--- src/logic/ldw_pkg.sv ---
// constants and types shared by the display write port and the digit scanner
package ldw_pkg;
  // pin group widths
  localparam int unsigned DATA_W = 8;
  localparam int unsigned DIGITS = 8;
  localparam int unsigned DIG_AW = 3;
  localparam int unsigned SEG_W = 8;
  localparam int unsigned PIN_W = DATA_W + 2;

  // position of the strobe and the select inside the synchronised pin vector
  localparam int unsigned PIN_STROBE = 9;
  localparam int unsigned PIN_SELECT = 8;

  // display_control field positions
  localparam int unsigned CTL_DATA_COMING = 7;
  localparam int unsigned CTL_HEX = 6;
  localparam int unsigned CTL_NO_DECODE = 5;
  localparam int unsigned CTL_RUN = 4;
  localparam int unsigned CTL_BANK_A = 3;
  localparam int unsigned CTL_ADDR_HI = 2;
  localparam int unsigned CTL_ADDR_LO = 0;

  // display data field positions
  localparam int unsigned DAT_POINT = 7;
  localparam int unsigned SEG_POINT = 7;

  // reset values: running, code B, decoded, bank B, no data coming
  localparam logic [7:0] CTL_RESET = 8'h10;
  localparam logic [7:0] RAM_RESET = 8'h00;

  // timing
  localparam longint unsigned CLK_HZ = 125_000_000;
  localparam longint unsigned SCAN_RATE_HZ = 390;
  localparam longint unsigned BLANK_NS = 2000;
  localparam longint unsigned SLOT_CYC = CLK_HZ / (SCAN_RATE_HZ * DIGITS);
  localparam longint unsigned BLANK_CYC = (BLANK_NS * CLK_HZ + 64'd999_999_999) / 64'd1_000_000_000;
  localparam int unsigned CNT_W = 16;

  typedef enum logic [1:0] {LDW_IDLE, LDW_SEQ, LDW_SINGLE} ldw_entry_e;
endpackage : ldw_pkg

--- src/logic/ldw_scan_if.sv ---
// carrier between the write port and the digit scanner
`timescale 1ns/10ps
interface ldw_scan_if;
  import ldw_pkg::*;
  logic run;
  logic [DIG_AW-1:0] digit;
  logic lit;
  modport ctl (output run, input digit, input lit);
  modport scan (input run, output digit, output lit);
endinterface : ldw_scan_if

--- src/logic/ldw_top.sv ---
// eight-digit LED driver: host write port, display memory, decoders and drive
//
// Operation
// - Input lines are captured into control or display memory on the write strobe's rising edge.
// - Register select high writes the control register, low writes the display memory.
// - Display writes take lines 0..7 as data bits 1..8, bit 8 lighting the decimal point.
// - Control line 6 high selects hexadecimal characters, low selects the Code B set.
// - Control line 5 high bypasses character lookup so data bits drive segments directly.
// - Control line 7 high announces a full sequential update, low a single-digit update.
// - Control line 4 low stops the scan and blanks the display, high runs normally.
// - With line 7 low, control lines 2..0 are latched as the digit address, line 2 the MSB.
// - Control line 3 picks bank A when high and bank B when low, only while decoding.
// - The eight digits are multiplexed so that each is refreshed at about 390 Hz.
// - At least 2 us of blanking separates one digit drive from the next.
// - Eight digit drive outputs and eight segment outputs (a..g and point) are provided.
`timescale 1ns/10ps
module ldw_top #(
  parameter logic [ldw_pkg::CNT_W-1:0] P_SLOT_CYC = ldw_pkg::CNT_W'(ldw_pkg::SLOT_CYC),
  parameter logic [ldw_pkg::CNT_W-1:0] P_BLANK_CYC = ldw_pkg::CNT_W'(ldw_pkg::BLANK_CYC)
) (
  input wire logic i_ref_clk,
  input wire logic i_rstn,
  input wire logic [ldw_pkg::DATA_W-1:0] i_input_line,
  input wire logic i_reg_select,
  input wire logic i_write_strobe,
  output logic [ldw_pkg::DIGITS-1:0] o_digit_drive,
  output logic [ldw_pkg::SEG_W-1:0] o_segment_out
);
  import ldw_pkg::*;

  // hexadecimal glyphs, segment order {g,f,e,d,c,b,a}
  function automatic logic [6:0] hex_glyph(input logic [3:0] nib);
    logic [6:0] g;
    g = 7'h00;
    case (nib)
      4'h0: g = 7'h3F;
      4'h1: g = 7'h06;
      4'h2: g = 7'h5B;
      4'h3: g = 7'h4F;
      4'h4: g = 7'h66;
      4'h5: g = 7'h6D;
      4'h6: g = 7'h7D;
      4'h7: g = 7'h07;
      4'h8: g = 7'h7F;
      4'h9: g = 7'h6F;
      4'hA: g = 7'h77;
      4'hB: g = 7'h7C;
      4'hC: g = 7'h39;
      4'hD: g = 7'h5E;
      4'hE: g = 7'h79;
      4'hF: g = 7'h71;
      default: g = 7'h00;
    endcase
    return g;
  endfunction : hex_glyph

  // Code B glyphs: digits, dash, E, H, L, P, blank
  function automatic logic [6:0] codeb_glyph(input logic [3:0] nib);
    logic [6:0] g;
    g = 7'h00;
    case (nib)
      4'hA: g = 7'h40;
      4'hB: g = 7'h79;
      4'hC: g = 7'h76;
      4'hD: g = 7'h38;
      4'hE: g = 7'h73;
      4'hF: g = 7'h00;
      default: g = hex_glyph(nib);
    endcase
    return g;
  endfunction : codeb_glyph

  // segment pattern {point,g,f,e,d,c,b,a} for one stored byte
  function automatic logic [SEG_W-1:0] seg_of(input logic [DATA_W-1:0] dat,
                                               input logic [DATA_W-1:0] ctl);
    logic [SEG_W-1:0] s;
    s = '0;
    if (ctl[CTL_NO_DECODE]) begin
      s = dat;
    end else if (ctl[CTL_HEX]) begin
      s = {dat[DAT_POINT], hex_glyph(dat[3:0])};
    end else begin
      s = {dat[DAT_POINT], codeb_glyph(dat[3:0])};
    end
    return s;
  endfunction : seg_of

  // pin synchroniser: three stages, a change is taken once stages two and three agree
  logic [PIN_W-1:0] pin_s1_reg;
  logic [PIN_W-1:0] pin_s2_reg;
  logic [PIN_W-1:0] pin_s3_reg;
  logic [PIN_W-1:0] pin_filt_reg;
  logic [PIN_W-1:0] pin_filt_next;
  logic strobe_prev_reg;
  logic wr_rise;

  always_comb begin
    pin_filt_next = ((pin_s2_reg ~^ pin_s3_reg) & pin_s2_reg) |
                    ((pin_s2_reg ^ pin_s3_reg) & pin_filt_reg);
  end

  always_ff @(posedge i_ref_clk) begin
    if (!i_rstn) begin
      pin_s1_reg <= '0;
      pin_s2_reg <= '0;
      pin_s3_reg <= '0;
      pin_filt_reg <= '0;
      strobe_prev_reg <= 1'b0;
    end else begin
      pin_s1_reg <= {i_write_strobe, i_reg_select, i_input_line};
      pin_s2_reg <= pin_s1_reg;
      pin_s3_reg <= pin_s2_reg;
      pin_filt_reg <= pin_filt_next;
      strobe_prev_reg <= pin_filt_reg[PIN_STROBE];
    end
  end

  assign wr_rise = pin_filt_reg[PIN_STROBE] && !strobe_prev_reg;

  // write port state: control register, entry mode, digit pointer, two banks
  logic [DATA_W-1:0] ctl_reg;
  logic [DATA_W-1:0] ctl_next;
  ldw_entry_e entry_reg;
  ldw_entry_e entry_next;
  logic [DIG_AW-1:0] ptr_reg;
  logic [DIG_AW-1:0] ptr_next;
  logic [DATA_W-1:0] bank_a_reg [DIGITS];
  logic [DATA_W-1:0] bank_a_next [DIGITS];
  logic [DATA_W-1:0] bank_b_reg [DIGITS];
  logic [DATA_W-1:0] bank_b_next [DIGITS];
  logic [DATA_W-1:0] wr_data;
  logic use_bank_a;
  logic ram_we;

  assign wr_data = pin_filt_reg[DATA_W-1:0];
  assign use_bank_a = ctl_reg[CTL_BANK_A] || ctl_reg[CTL_NO_DECODE];

  always_comb begin
    ctl_next = ctl_reg;
    entry_next = entry_reg;
    ptr_next = ptr_reg;
    bank_a_next = bank_a_reg;
    bank_b_next = bank_b_reg;
    ram_we = 1'b0;
    if (wr_rise && pin_filt_reg[PIN_SELECT]) begin
      ctl_next = wr_data;
      if (wr_data[CTL_DATA_COMING]) begin
        entry_next = LDW_SEQ;
        ptr_next = '0;
      end else begin
        entry_next = LDW_SINGLE;
        ptr_next = wr_data[CTL_ADDR_HI:CTL_ADDR_LO];
      end
    end else if (wr_rise) begin
      case (entry_reg)
        LDW_SEQ: begin
          ram_we = 1'b1;
          ptr_next = ptr_reg + 1'b1;
          if (ptr_reg == DIG_AW'(DIGITS - 1)) begin
            entry_next = LDW_IDLE;
          end
        end
        LDW_SINGLE: begin
          ram_we = 1'b1;
          entry_next = LDW_IDLE;
        end
        LDW_IDLE: begin
          ram_we = 1'b0;
        end
        default: begin
          entry_next = LDW_IDLE;
        end
      endcase
    end
    if (ram_we) begin
      if (use_bank_a) begin
        bank_a_next[ptr_reg] = wr_data;
      end else begin
        bank_b_next[ptr_reg] = wr_data;
      end
    end
  end

  always_ff @(posedge i_ref_clk) begin
    if (!i_rstn) begin
      ctl_reg <= CTL_RESET;
      entry_reg <= LDW_IDLE;
      ptr_reg <= '0;
      for (int i = 0; i < DIGITS; i++) begin
        bank_a_reg[i] <= RAM_RESET;
        bank_b_reg[i] <= RAM_RESET;
      end
    end else begin
      ctl_reg <= ctl_next;
      entry_reg <= entry_next;
      ptr_reg <= ptr_next;
      bank_a_reg <= bank_a_next;
      bank_b_reg <= bank_b_next;
    end
  end

  // digit scanner
  ldw_scan_if sif ();

  assign sif.run = ctl_reg[CTL_RUN];

  ldw_scan #(
    .P_SLOT_CYC(P_SLOT_CYC),
    .P_BLANK_CYC(P_BLANK_CYC)
  ) u_scan (
    .i_ref_clk(i_ref_clk),
    .i_rstn(i_rstn),
    .sif(sif)
  );

  // drive outputs, registered
  logic [DIGITS-1:0] digit_reg;
  logic [DIGITS-1:0] digit_next;
  logic [SEG_W-1:0] seg_reg;
  logic [SEG_W-1:0] seg_next;
  logic [DATA_W-1:0] shown;

  always_comb begin
    digit_next = '0;
    seg_next = '0;
    shown = use_bank_a ? bank_a_reg[sif.digit] : bank_b_reg[sif.digit];
    if (sif.lit && ctl_reg[CTL_RUN]) begin
      digit_next[sif.digit] = 1'b1;
      seg_next = seg_of(shown, ctl_reg);
    end
  end

  always_ff @(posedge i_ref_clk) begin
    if (!i_rstn) begin
      digit_reg <= '0;
      seg_reg <= '0;
    end else begin
      digit_reg <= digit_next;
      seg_reg <= seg_next;
    end
  end

  assign o_digit_drive = digit_reg;
  assign o_segment_out = seg_reg;
endmodule : ldw_top

--- src/logic/ldw_scan.sv ---
// digit scanner: slot timing, blanking and digit index
`timescale 1ns/10ps
module ldw_scan #(
  parameter logic [ldw_pkg::CNT_W-1:0] P_SLOT_CYC = ldw_pkg::CNT_W'(ldw_pkg::SLOT_CYC),
  parameter logic [ldw_pkg::CNT_W-1:0] P_BLANK_CYC = ldw_pkg::CNT_W'(ldw_pkg::BLANK_CYC)
) (
  input wire logic i_ref_clk,
  input wire logic i_rstn,
  ldw_scan_if.scan sif
);
  import ldw_pkg::*;

  logic [CNT_W-1:0] cnt_reg;
  logic [CNT_W-1:0] cnt_next;
  logic [DIG_AW-1:0] digit_reg;
  logic [DIG_AW-1:0] digit_next;
  logic lit_reg;
  logic lit_next;

  always_comb begin
    cnt_next = '0;
    digit_next = digit_reg;
    if (!sif.run) begin
      // oscillator stopped: scan parks on the first digit
      digit_next = '0;
    end else if (cnt_reg == P_SLOT_CYC - 1'b1) begin
      digit_next = digit_reg + 1'b1;
    end else begin
      cnt_next = cnt_reg + 1'b1;
    end
    lit_next = sif.run && (cnt_next >= P_BLANK_CYC);
  end

  always_ff @(posedge i_ref_clk) begin
    if (!i_rstn) begin
      cnt_reg <= '0;
      digit_reg <= '0;
      lit_reg <= 1'b0;
    end else begin
      cnt_reg <= cnt_next;
      digit_reg <= digit_next;
      lit_reg <= lit_next;
    end
  end

  assign sif.digit = digit_reg;
  assign sif.lit = lit_reg;
endmodule : ldw_scan

--- config.mk ---
export PLATFORM = sky130hd
export DESIGN_NAME = ldw_top
export DESIGN_NICKNAME = d
export VERILOG_FILES = /design/src/logic/ldw_pkg.sv /design/src/logic/ldw_scan_if.sv /design/src/logic/ldw_top.sv /design/src/logic/ldw_scan.sv
export SDC_FILE = /design/constraint.sdc
export NUM_CORES = 1
export LEC_CHECK = 0
export BUFFER_PORTS_ARGS = -buffer_cell sky130_fd_sc_hd__clkbuf_2
export CELL_PAD_IN_SITES_DETAIL_PLACEMENT = 0
export CELL_PAD_IN_SITES_GLOBAL_PLACEMENT = 1
export CORE_ASPECT_RATIO = 0.5
export CORE_MARGIN = 8
export CORE_UTILIZATION = 45
export CTS_CLUSTER_DIAMETER = 100
export DETAILED_ROUTE_END_ITERATION = 8
export PLACE_DENSITY_LB_ADDON = 0.15
export SYNTH_ARGS = -nofsm -noshare
export SYNTH_HDL_FRONTEND = slang
export SYNTH_SLANG_ARGS = --single-unit
--- constraint.sdc ---
create_clock -name i_ref_clk -period 3.8 [get_ports i_ref_clk]
set_input_delay 0.95 -clock i_ref_clk [delete_from_list [all_inputs] [get_ports i_ref_clk]]
set_output_delay 0.95 -clock i_ref_clk [all_outputs]
set_load 0.02 [all_outputs]
### Yosys cells after proc, flatten, opt, wreduce, memory -nomap -nowiden

Memories as Yosys holds them, arrays and structs flattened.
Cells that the tools add are included.

| operators by class | value |
|---|---|
| $add $sub $neg | 3 |
| magnitude comparators | 6 |
| equality and inequality tests | 12 |
| muxes and demuxes | 30 |
| bitwise gates (word level) | 8 |
| reductions and logical operators | 18 |

Operators by type and width:

| kind | number |
|---|---|
| bitwise mux 64 bit | 2 |
| binary-select mux 8 bit (select 3 bit) | 2 |
| two-way mux 8 bit | 6 |
| one-hot mux 7 bit (6 select lines) | 1 |
| two-way mux 16 bit | 2 |
| demux 8 bit (select 3 bit) | 1 |
| equality test 4 bit, second input constant | 6 |
| AND 10 bit | 2 |
| adder 16 x 1 -> 16 bit, second input constant | 1 |
| equality test 16 bit, second input constant | 1 |
| >= comparator 16 x 8 -> 1 bit, second input constant | 1 |
| two-way mux 7 bit | 2 |
| two-way mux 3 bit | 4 |
| bitwise OR 10 bit | 1 |
| AND reduction 2 bit | 5 |
| bitwise XNOR 10 bit | 1 |
| XOR 10 bit | 1 |
| >= comparator 4 bit, second input constant | 2 |
| two-way mux 2 bit | 4 |
| inverter 3 -> 4 bit | 2 |
| adder 3 x 1 -> 3 bit, second input constant | 2 |
| logical AND 1 bit | 6 |
| < comparator 3 x 4 -> 1 bit, second input constant | 1 |
| < comparator 4 x 1 -> 1 bit, second input constant | 1 |
| 16 further kinds | 20 |

| storage, ports and cells | value |
|---|---|
| register bits | 217 |
| bits in read-only memories | 224 |
| input port bits | 12 |
| output and inout bits | 16 |
| word-level logic and storage cells | 108 |
| memories | 2 |

Memories:

| name | depth | width | read ports | clocked after memory_dff | write ports | RTL line | text |
|---|---|---|---|---|---|---|---|
| (no name shown) | 16 | 7 | 1 | 0 | 0 | ldw_top.sv:35 | `case (nib)` |
| (no name shown) | 16 | 7 | 1 | 0 | 0 | ldw_top.sv:35 |  |

### Depth between registers and ports, before layout

Gate-level depths: netlist of the first run.

| logic depth | value |
|---|---|
| depth in word-level cells | 9 |
| mapped depth | 14 |
| gate-level depth less buffers | 11 |

### By module

A second synthesis of the first run with hierarchy kept.

| unflattened totals | value |
|---|---|
| cells, all modules | 938 |
| area, all modules | 9023.7 µm² |

Modules (own cells, without submodules):

| module | times used | cells each | area each (µm²) | sequential area each (µm²) |
|---|---|---|---|---|
| ldw_top | 1 | 808 | 7903.8 | 3403.3 |
| ldw_scan | 1 | 130 | 1119.8 | 400.4 |

### Worst setup path after synthesis of the first run

No wires, ideal clock.

| timing path | value |
|---|---|
| kind | register to register |
| start | register u_scan.digit_reg[1], in the netlist u_scan.sif.digit[1] |
| end | register seg_reg[1], in the netlist o_segment_out[1] |
| library setup time | 0.120 ns |
| arrival time | 2.923 ns |
| data required time | 3.680 ns |
| path slack | 0.758 ns |
| cell stages (with the launch flop) | 14 |
| path buffers | 3 |
| clock period less this slack | 3.042 ns |
| cell sequence | dfxtp_1 buf_6 buf_2 buf_2 mux2_1 a22oi_1 a21oi_1 o21ai_1 ha_1 nor2_1 o31ai_1 and2_1 a221oi_1 o31a_1 |

| on the way | value |
|---|---|
| word-level cells in the longest chain between the ends | 9 |
| elaborated cells on any way between the ends | 19 |
| classes of those cells | eq/ne: 6; mux: 10; bitwise: 1; memory: 2 |

Ends and longest elaborated chain:

| element | RTL line | text |
|---|---|---|
| start, declared | ldw_scan.sv:15 | `logic [DIG_AW-1:0] digit_reg;` |
| start signal, assigned | ldw_scan.sv:41 | `digit_reg <= digit_next;` |
| inverter 3 -> 4 bit (implied by the code) * | ldw_top.sv:226 | `shown = use_bank_a ? bank_a_reg[sif.digit] : bank_b_reg[sif.digit];` |
| binary-select mux 8 bit (select 3 bit) | ldw_top.sv:226 |  |
| two-way mux 8 bit (implied by the code) (2 in series) | ldw_top.sv:226 |  |
| two-way mux 8 bit * | ldw_top.sv:226 |  |
| memory (16 x 7 bit) / equality test 4 bit (equally long branches) | n/a |  |
| one-hot mux 7 bit (6 select lines) | ldw_top.sv:61 | `case (nib)` |
| two-way mux 7 bit | ldw_top.sv:80 | `end else if (ctl[CTL_HEX]) begin` |
| two-way mux 7 bit * | ldw_top.sv:78 | `if (ctl[CTL_NO_DECODE]) begin` |
| end signal, assigned | ldw_top.sv:239 | `seg_reg <= seg_next;` |
| end, declared | ldw_top.sv:219 | `logic [SEG_W-1:0] seg_reg;` |

Mark *: on every way between the ends. The rest lies on a longest branch, timed or not. The select of a mux whose other input is x is not followed.
A chain may end at the register's enable or synchronous reset.

### Worst setup path after layout of the first run

| timing path | value |
|---|---|
| start | register u_scan.digit_reg[0], in the netlist u_scan.sif.digit[0] |
| end | register seg_reg[4], in the netlist o_segment_out[4] |

Same word-level chain as after synthesis.

==> key figures, run 1 <==
Logic synthesis
  • Synth Warn #: 0
  • Post-Synthesis Cells: 877
  • Netlist cell types: 80
  • Synth area leader: dfxtp_1
  • Main synth FF type: dfxtp_1
  • Synthesized area per cell: ~9.6 um2
  • Seq cells post-synth: 190
  • Post-synthesis sequential area ratio: 0.453
  • Top post-synthesis cells by area: dfxtp_1, mux2i_1, nor2_1, ha_1, and2_1
  • EDFF count, synth: 0
  • Cell area after synthesis: roughly 8400 um2
  • Post-synth ARST share: 0
  • Synth top area share: 0.453
  • Syn Nets: 913

Global route
  • First-pass GRT wire length: between 30,000 and 40,000 um
  • Vias in the first global route: about 5,800
  • Global Route Usage Sum: 0.175
  • Total grt overflow: 0
  • Initial antenna violation count: 0
  • Largest net degree at the start of global routing: 81

Route
  • Final Routed Wirelength: 20,300 um
  • # DRC: 0
  • First-pass iteration count of the detailed router: 5
  • Drt wl/cell: between 15 and 20 um
  • Drt first-iter violations: 356
  • Via count: 6,122
  • Post-DR vias/cell: between 5 and 6
  • Final ANT Viol Nets: 0

Cells and area
  • Final core occ: 0.504
  • Share of layout cells above drive strength 1: 0.134
  • Largest register FFs: 64
  • Multi-input gate area: between 4000 and 5000 um2
  • Sequential Area: approximately 3800 um2
  • Diode count: 0
  • NumNets Final: approximately 900
  • Fill count: ~1,700
  • Syn-to-layout area delta: 10.1%

Worst setup path
  • R2r endpoint: o_segment_out[4]
  • CP peak stage delay: roughly 0.78 ns
  • Reg2reg start: u_scan.sif.digit[0]
  • Critical path fanouts, max: 26
  • Worst setup EP type: flop
  • Largest delay share family, worst path: compound AO/OA/AOI/OAI gates
  • Critical Path, Cell by Cell: mux2_2, a221oi_1, o211ai_1, o21ai_1, inv_1, ha_1, nor2_1, o31ai_1, nand2_2, o211ai_2, a221oi_2
  • R2r setup slk: 0.42 ns
  • Crit path launch type: flop
  • CP bufs+invs: 1
  • Required time of the critical path: ~4.1 ns
  • CP max-delay cell: dfxtp_2
  • R2R depth: 11
  • Crit path depth: 11
  • CP arrival: roughly 3.7 ns
  • Kind of critical path: reg -> reg

Power
  • Peak supply drop: ~0.00032 V
  • P_int: around 3.1 mW
  • LEAKAGE: roughly 3.7 nW
  • Flop pwr share: 0.512
  • Switching power: 0.838 mW
  • Pwr dens: 425 nW/um2
  • Switching part of the total: 0.213
  • Logic pwr share: 0.015
  • Clk pwr share: 0.473

Flow run
  • Max cap viols: 0

Hold path
  • Hold path startpoint: pin_s1_reg[8]
  • Worst Hold Path EP: pin_s2_reg[8]
  • Worst hold-check path type: reg -> reg
  • Hold path depth: 1

Die
  • Die Y: between 100 and 150 um
  • Core Rows: 35
  • # IOs: 28
  • Core ar.: 18,300 um2
  • Initial core utilization: 0.458
  • Total Die Area: between 20,000 and 25,000 um2
  • Die Wd: approximately 210 um

CTS
  • TritonCTS Sinks: 190
  • Post-CTS setup buffers: 0
  • Post-CTS Resized: 0
  • Post-CTS Hold Fix Bufs: 0
  • CTS root buffer: clkbuf_16
  • Cts bufs inserted: 17
  • CTS clk-pin slew, worst paths: ~0.07 ns
  • CTS Buffer Depth: 2
  • Clock Latency Late Sink: 0.43 ns
  • H-tree depth: 4
  • CTS tree: yes

Timing
  • Worst hold margin: about 0.43 ns
  • Min Tclk post-route: roughly 3.4 ns
  • RSZ-0062 raised after global routing: no
  • Final worst path period share: 0.889
  • Max Clock Skew: 0.0103 ns
  • Setup tns final: 0 ns
  • Max frequency: ~300 MHz
  • Slew headroom: 0.380
  • Final Max Slew Viols: 0
  • Final setup fails: 0
  • Hold Fails Final Rpt: 0
  • Worst Tran Pin Value: 0.922 ns

Place
  • Placer Congestion: around 0.84
  • Dpl hpwl: around 14,000 um
  • Port Buffers: 27

Status
  • Outcome: finished clean
## stage by stage
step | area, um2 | worst slack (ns) | power (mW) | cells
5_1_grt | 9250 | 0.113 | 4.07 | 1126
6_report | 9250 | 0.420 | 3.93 | 1126
3_3_place_gp | 8640 | 0.601 | 2.12 | 1096
4_1_cts | 9250 | 0.449 | 3.97 | 1126
2_1_floorplan | 8400 | 0.758 | 2.10 | 877
3_5_place_dp | 8640 | 0.464 | 2.12 | 1096
## worst reg2reg max path, stage by stage, from the launching register on
cell and delay (ns):
dfxtp_2 0.78, mux2_2 0.43, a221oi_1 0.30, o211ai_1 0.15, o21ai_1 0.33, inv_1 0.20, ha_1 0.27, nor2_1 0.14
o31ai_1 0.12, nand2_2 0.18, o211ai_2 0.11, a221oi_2 0.28
## synth_stat cells, types with 8 or more instances
cell / n
and2_1: 33
clkbuf_1: 46
nor2_1: 170
nand2_1: 32
ha_1: 24
nor3_1: 11
mux2i_1: 117
o21ai_0: 8
nand3_1: 22
dfxtp_1: 190
a21oi_1: 36
inv_1: 14
xnor2_1: 8
xor2_1: 9
## worst max-delay path by stage
stage,from,end,slack (ns)
after floorplan,u_scan.sif.digit[1],o_segment_out[1],0.76
after global placement,u_scan.sif.digit[0],o_segment_out[1],0.60
after detailed placement,u_scan.sif.digit[0],o_segment_out[1],0.46
after CTS,u_scan.sif.digit[0],o_segment_out[1],0.45
after global routing,u_scan.sif.digit[0],o_segment_out[4],0.11
final,u_scan.sif.digit[0],o_segment_out[4],0.42
## layout make-up
type / instances / area share
tap: 240 / 0.0325
multi-input combinational: 610 / 0.459
clock buffer: 19 / 0.0490
timing repair buffer: 40 / 0.0252
clock inverter: 11 / 0.0168
inverter: 16 / 0.00663
sequential: 190 / 0.411
## power groups by stage
stage,Clock [mW],Sequential [mW],Combinational (mW)
after floorplan,0,2.06,0.0441
after detailed placement,0,2.06,0.0575
after global placement,0,2.06,0.0577
after CTS,1.90,2.01,0.0582
final,1.86,2.01,0.0579
after global routing,1.99,2.02,0.0651
## cell families after synthesis
kind of cell	Yosys count	synth area share
flip-flops	190	0.453
AO/OA/AOI/OAI	113	0.0972
AND/OR/NAND/NOR	320	0.180
adder cells (fa/ha/maj)	24	0.0357
buffers and inverters	77	0.0423
multiplexers	136	0.174
XOR/XNOR	17	0.0177
## cell usage in the layout (no fill, tap or decap), types with 4 or more instances in the layout
| master | n |
|---|---|
| inv_1 | 13 |
| o21ai_1 | 4 |
| dfxtp_1 | 188 |
| a221oi_2 | 4 |
| a221oi_1 | 5 |
| nor2_2 | 7 |
| nor2_1 | 170 |
| buf_4 | 13 |
| mux2i_1 | 117 |
| nor3_1 | 11 |
| mux2_1 | 5 |
| a21oi_1 | 36 |
| a22oi_1 | 4 |
| and2_1 | 33 |
| clkinvlp_4 | 4 |
| o22ai_1 | 5 |
| nor2b_1 | 5 |
| xnor2_1 | 8 |
| clkbuf_16 | 17 |
| mux4_2 | 6 |
| o21ai_0 | 8 |
| nand2_1 | 32 |
| nor3b_1 | 4 |
| mux2_2 | 5 |
| nor3_2 | 4 |
| clkbuf_2 | 27 |
| and3_1 | 7 |
| ha_1 | 24 |
| nand3_1 | 22 |
| xor2_1 | 9 |
| o211ai_1 | 5 |
| o31ai_1 | 5 |
| a31oi_1 | 6 |
## metal layers
layer / vias to the layer above / routed length, um / global-route usage
met5: - / 0 / 0
met4: 0 / 224 / 0.0490
met3: 19 / 1070 / 0.0325
met2: 142 / 8430 / 0.262
met1: 2948 / 10600 / 0.253
li1: 3013 / - / -
No activity file was read; power rests on OpenSTA's default activity.
==> run 2: changes to the inputs <==
- REMOVE_ABC_BUFFERS: default -> 1
- clock period: 3.8 -> 4.3 ns (I/O delays scaled with it)
==> run 2 against run 1 <==
  * Combinational power decreased by 13%
  * Clock-buffer cell count decreased by 1
  * Routed wire length is 2.5% lower
  * Via count down 1.2%
  * Sequential share of layout area about the same
  * Largest power group unchanged
  * Highest routed layer unchanged
==> key figures, run 2 (synthesis gave the netlist of run 1 again) <==
Status
  • Outcome: finished clean

Timing
  • RSZ-0062 raised after global routing: no
  • Final worst path period share: 0.817 (-0.0724)
  • Min Tclk post-route: 3.51 ns (+0.133 ns)
  • Setup tns final: 0 ns (unchanged)
  • Setup WS post-layout: 0.787 ns (+0.367 ns)
  • Hold Fails Final Rpt: 0 (unchanged)
  • Final setup fails: 0 (unchanged)
  • Max Clock Skew: 0.0138 ns (+0.00344 ns)
  • Worst Tran Pin Value: 0.934 ns (+0.0126 ns)
  • Max frequency: 285 MHz (-3.8%)
  • Slew headroom: 0.372 (-0.00845)
  • Final Max Slew Viols: 0 (unchanged)

Cells and area
  • Largest register FFs: 64 (unchanged)
  • Sequential Area: 3810 um2 (unchanged)
  • Most frequent cells in the layout: dfxtp_1, nor2_1, mux2i_1
  • Finished Cell Area: 9250 um2 (about the same)
  • Multi-input gate area: 4240 um2 (unchanged)
  • Diode count: 0 (unchanged)
  • Final core occ: 0.504 (about the same)
  • Fill count: 1,705 (unchanged)
  • Share of layout cells above drive strength 1: 0.130 (-0.00393)
  • NumNets Final: 905 (-0.66%)
  • Leading cell type in the layout, fill and taps excluded: dfxtp_1
  • Syn-to-layout area delta: 10.1% (about the same)

Power
  • LEAKAGE: 3.70 nW (about the same)
  • Pwr Total: 3.54 mW (-10%)
  • Pwr dens: 383 nW/um2 (-10%)
  • Peak supply drop: 0.000294 V (-7.3%)

Place
  • DP Area: 8610 um2 (-0.38%)
  • Placer Congestion: 0.804 (-4.1%)
  • Dpl ws: 0.826 ns (+0.361 ns)
  • Dpl hpwl: 13,000 um (-5.2%)
  • Port Buffers: 27 (unchanged)

Die
  • Die Wd: 209 um (unchanged)
  • Total Die Area: 23,600 um2 (unchanged)
  • Die Y: 113 um (unchanged)
  • # IOs: 28 (unchanged)
  • Core Rows: 35 (unchanged)
  • Core ar.: 18,300 um2 (unchanged)
  • Initial core utilization: 0.458 (unchanged)

CTS
  • Post-CTS Resized: 0 (unchanged)
  • CTS tree: yes
  • Post-CTS setup buffers: 0 (unchanged)
  • Cts bufs inserted: 17 (unchanged)
  • CTS clk-pin slew, worst paths: 0.07 ns (about the same)
  • CTS root buffer: clkbuf_16
  • Post-CTS Hold Fix Bufs: 0 (unchanged)
  • H-tree depth: 4 (unchanged)
  • CTS Buffer Depth: 2 (unchanged)
  • TritonCTS Sinks: 190 (unchanged)
  • Clock Latency Late Sink: 0.44 ns (about the same)

Worst setup path
  • Critical path fanouts, max: 26 (unchanged)
  • Worst setup EP type: flop
  • CP max-delay cell: dfxtp_2
  • Crit path launch type: flop
  • Kind of critical path: reg -> reg
  • CP arrival: 3.84 ns (+0.12 ns)
  • Largest delay share family, worst path: compound AO/OA/AOI/OAI gates
  • Critical Path, Cell by Cell: buf_4, and3b_1, a211oi_1, o211ai_1, o21ai_1, ha_1, nor2_1, o31ai_1, and2_1, a221oi_1, o31a_1
  • Required time of the critical path: 4.62 ns (+0.48 ns)
  • CP peak stage delay: 0.67 ns (-0.11 ns)
  • CP bufs+invs: 1 (unchanged)

Flow run
  • Max cap viols: 0 (unchanged)

Global route
  • Total grt overflow: 0 (unchanged)
  • Vias in the first global route: 5,716 (-2.0%)
  • First-pass GRT wire length: 31,600 um (-2.9%)
  • Initial antenna violation count: 0 (unchanged)
  • Largest net degree at the start of global routing: 100 (+23%)
  • Global Route Usage Sum: 0.170 (-0.00544)

Route
  • First-pass iteration count of the detailed router: 5 (unchanged)
  • Drt first-iter violations: 358 (+0.56%)
  • Post-DR vias/cell: 5.39 (-0.86%)
  • # DRC: 0 (unchanged)
  • Final ANT Viol Nets: 0 (unchanged)
  • Final Routed Wirelength: 19,800 um (-2.5%)
  • Drt wl/cell: 17.6 um (-2.2%)
  • Via count: 6,048 (-1.2%)

Hold path
  • Worst hold-check path type: reg -> reg
## run 2: changes by cell type in the layout (fill, tap and decap cells not counted), sizes merged
| cell | change |
|---|---|
| buf | -6 |
| clkinv | +3 |
| clkinvlp | -3 |
| inv | +3 |
| clkbuf | -1 |
## run 2: cell type report
type | count | share of cell area
inverters | 16 | 0.00663
clock buffers | 18 | 0.0475
well taps | 240 | 0.0325
clock inverters | 14 | 0.0214
repair buffers | 34 | 0.0216
flip-flops and latches | 190 | 0.412
multi-input cells | 610 | 0.459
## run 2: worst paths after layout
| kind | from | end | slack, ns | cells past startpoint |
|---|---|---|---|---|
| worst min-delay path | pin_s1_reg[3] | pin_s2_reg[3] | 0.43 | 1 |
| worst max register to register | u_scan.sif.digit[1] | o_segment_out[1] | 0.79 | 11 |
| worst max-delay path | u_scan.sif.digit[1] | o_segment_out[1] | 0.79 | 11 |
| worst min register to register | pin_s1_reg[3] | pin_s2_reg[3] | 0.43 | 1 |
## run 2: stage by stage
stage / hold WS [ns] / cells
6_report: 0.429 / 1122
5_1_grt: 0.438 / 1122
4_1_cts: 0.432 / 1122
3_5_place_dp: 0.417 / 1090
3_3_place_gp: 0.414 / 1090
2_1_floorplan: 0.412 / 816
## run 2: report_power, final
group	switching (mW)	total (mW)	internal, mW
Sequential	0.00789	1.78	1.77
Clock	0.752	1.71	0.955
Combinational	0.0339	0.0506	0.0167
## run 2: routing by layer
metal,share of wire,up-vias,track usage
met5,0,-,0
met4,0.012,0,0.0500
met3,0.041,18,0.0384
met2,0.43,129,0.252
met1,0.52,2882,0.241
li1,-,3019,-
## run 2: worst register-to-register path, delay by kind of cell (launching register included)
kind	cells	cell delay, ns
simple gates	3	0.51
fa+ha+maj	1	0.35
compound gates	6	1.43
flops	1	0.67
buf+inv	1	0.44
==> run 3: changes to the inputs <==
- ABC_AREA: default -> 1
- CORE_UTILIZATION: 45 -> 40
- clock period: 4.3 -> 2.9 ns (I/O delays scaled with it)
==> run 3 against run 2 <==
  * Non-clock buffer count is 16 higher
  * Largest cell class is now registers
  * Clock-buffer cell count is 3 higher
  * Synthesized cell count is 30% higher
==> key figures, run 3 <==
Route
  • Final ANT Viol Nets: 0 (unchanged)
  • Post-DR vias/cell: 4.87 (-9.6%)
  • Drt wl/cell: 15.2 um (-14%)
  • Via count: 7,028 (+16%)
  • Final Routed Wirelength: 22,000 um (+11%)
  • # DRC: 0 (unchanged)
  • Drt first-iter violations: 513 (+43%)
  • First-pass iteration count of the detailed router: 5 (unchanged)

Cells and area
  • Share of layout cells above drive strength 1: 0.0906 (-0.0398)
  • Sequential Area: 3800 um2 (about the same)
  • Syn-to-layout area delta: 13.4%
  • Multi-input gate area: 3590 um2 (-15%)
  • Finished Cell Area: 9290 um2 (+0.41%)
  • NumNets Final: 1,194 (+32%)
  • Most frequent cells in the layout: nor2_1, dfxtp_1, nand2_1
  • Largest register FFs: 64 (unchanged)
  • Finished Layout Cells: 1,443 (+29%)
  • Diode count: 0 (unchanged)
  • Fill count: 2,078 (+22%)

Logic synthesis
  • Synthesized area per cell: 7.17 um2 (-25%)
  • Synth top area share: 0.464 (+0.0118)
  • Synth top cells by count: nor2_1, dfxtp_1, nand2_1
  • Post-synth ARST share: 0 (unchanged)
  • EDFF count, synth: 0 (unchanged)
  • Netlist cell types: 39 (-51%)
  • Post-synthesis sequential area ratio: 0.464 (+0.0118)
  • Cell area after synthesis: 8190 um2 (-2.5%)
  • Synth area leader: dfxtp_1
  • Synth Warn #: 0 (unchanged)
  • Top post-synthesis cells by area: dfxtp_1, nor2_1, nand2_1, o21ai_0, inv_1
  • Post-Synthesis Cells: 1,142 (+30%)
  • Most frequent cell after synthesis: nor2_1
  • Seq cells post-synth: 190 (unchanged)
  • Main synth FF type: dfxtp_1

Timing
  • Final setup fails: 0 (unchanged)
  • Worst Tran Pin Value: 0.801 ns (-0.133 ns)
  • Max frequency: 374 MHz (+31%)
  • Min Tclk post-route: 2.68 ns (-0.837 ns)
  • Max Clock Skew: 0.0104 ns (-0.00335 ns)
  • Final worst path period share: 0.923 (+0.106)
  • Worst hold margin: 0.412 ns (-0.0168 ns)
  • Hold Fails Final Rpt: 0 (unchanged)
  • Setup WS post-layout: 0.224 ns (-0.563 ns)
  • Final Max Slew Viols: 0 (unchanged)
  • RSZ-0062 raised after global routing: no
  • Slew headroom: 0.465 (+0.0938)

CTS
  • TritonCTS Sinks: 190 (unchanged)
  • CTS Buffer Depth: 2 (unchanged)
  • Cts bufs inserted: 17 (unchanged)
  • H-tree depth: 4 (unchanged)
  • Clock Latency Late Sink: 0.44 ns (about the same)
  • CTS root buffer: clkbuf_16
  • CTS clk-pin slew, worst paths: 0.07 ns (about the same)
  • CTS tree: yes

Hold path
  • Worst Hold Path EP: pin_s2_reg[6]
  • Hold path depth: 2 (+1)
  • Worst hold-check path type: reg -> reg
  • Hold path startpoint: pin_s1_reg[6]

Die
  • # IOs: 28 (unchanged)
  • Total Die Area: 25,600 um2 (+8.6%)
  • Core Rows: 37 (+5.7%)
  • Core ar.: 20,300 um2 (+11%)
  • Die Wd: 218 um (+4.4%)
  • Initial core utilization: 0.403 (-0.0550)
  • Die Y: 117 um (+4.0%)

Place
  • Dpl ws: -0.0105 ns (-0.836 ns)
  • Port Buffers: 27 (unchanged)
  • Placed cells: 1,411 (+29%)
  • Placer Congestion: 0.906 (+13%)
  • DP Area: 8610 um2 (about the same)
  • Dpl hpwl: 16,000 um (+23%)

Worst setup path
  • Crit path launch type: flop
  • Kind of critical path: reg -> reg
  • R2r endpoint: o_segment_out[1]
  • R2r setup slk: 0.22 ns (-0.56 ns)
  • Critical path fanouts, max: 8 (-69%)
  • Worst setup EP type: flop
  • Reg2reg start: u_scan.sif.digit[2]
  • Required time of the critical path: 3.22 ns (-1.40 ns)
  • R2R depth: 16 (+5)
  • CP arrival: 3.00 ns (-0.84 ns)

Global route
  • GRT Max-Usage Layer: met1
  • Vias in the first global route: 6,449 (+13%)
  • First-pass GRT wire length: 35,800 um (+13%)
  • Initial antenna violation count: 0 (unchanged)
  • Routing usage on met3: 0.0446 (+0.00625)
  • M2 GR Usage: 0.260 (+0.00791)
  • GRT met1 Usage: 0.261 (+0.0199)
  • Total grt overflow: 0 (unchanged)
  • Largest net degree at the start of global routing: 64 (-36%)
  • Global Route Usage Sum: 0.179 (+0.00952)

Status
  • Outcome: finished clean

Power
  • LEAKAGE: 4.31 nW (+16%)
  • Peak supply drop: 0.000323 V (+9.6%)
  • Pwr dens: 566 nW/um2 (+48%)

Flow run
  • Max cap viols: 0 (unchanged)
run 3: cell count changes after synthesis, moves of 9 or more:
cell and change:
a21oi_1 +48, and2_1 -33, inv_1 +139, mux2i_1 -117, nand2_1 +148, nand3_1 +23
nor2_1 +21, nor3_1 +9, o21ai_0 +121
run 3: how the worst max path moves through the flow:
stage / from / to / slack [ns]
2_1_floorplan: u_scan.sif.digit[0] / o_segment_out[4] / -0.09
5_1_grt: u_scan.sif.digit[2] / o_segment_out[6] / 0.005
3_3_place_gp: u_scan.sif.digit[1] / o_segment_out[4] / 0.05
3_5_place_dp: u_scan.sif.digit[1] / o_segment_out[1] / -0.01
4_1_cts: u_scan.sif.digit[2] / o_segment_out[0] / 0.06
6_report: u_scan.sif.digit[2] / o_segment_out[1] / 0.22
run 3: report_power, final:
group	internal (mW)	switching, mW	total [mW]
Combinational	0.0301	0.0610	0.0911
Clock	1.46	1.06	2.53
Sequential	2.63	0.0102	2.64
Total	4.12	1.14	5.25
run 3: critical path, stage by stage, from the launching register on:
cell and delay [ns]:
dfxtp_1 0.37, inv_2 0.11, nor2_2 0.05, buf_4 0.16, nand2_2 0.11, nor2_1 0.06
nor3_2 0.26, nand3b_1 0.16, nand2_4 0.13, inv_1 0.11, ha_1 0.24, o211ai_1 0.34
nand3_4 0.16, nand2_2 0.13, nand2_1 0.07, nand2_1 0.05, a21oi_1 0.05
run 3: cell type report:
class | instances | area share
clock buffer | 21 | 0.0517
sequential | 190 | 0.410
multi-input combinational | 737 | 0.387
timing repair buffer | 50 | 0.0334
clock inverter | 10 | 0.0162
inverter | 162 | 0.0655
tap | 273 | 0.0368
run 3: cells by family after synthesis:
logic type | after synthesis | share of synthesized area
AO/OA/AOI/OAI | 250 | 0.163
XOR/XNOR | 3 | 0.00321
adder cells (fa/ha/maj) | 24 | 0.0367
buffers and inverters | 215 | 0.101
flip-flops | 190 | 0.464
AND/OR/NAND/NOR | 460 | 0.232
run 3: stage by stage:
stage                     TNS, ns  power [mW]   util
after CTS                       0        5.33  0.455
after global placement          0        2.79  0.424
after global routing            0        5.45  0.457
final                           0        5.25  0.457
after floorplan            -0.506        2.74      -
after detailed placement  -0.0334        2.79  0.424
run 3: what timing repair did:
action                     in CTS  in global routing
pin swaps                       0                  4
resized for setup               1                 12
buffers inserted                0                  1
setup endpoints to repair       7                  7
hold buffers                    0                  0
run 3: routing by layer:
metal,vias to the layer above,wire [um]
li1,3695,-
met1,3165,11700
met2,149,8870
met3,19,1210
met4,0,241
met5,-,0
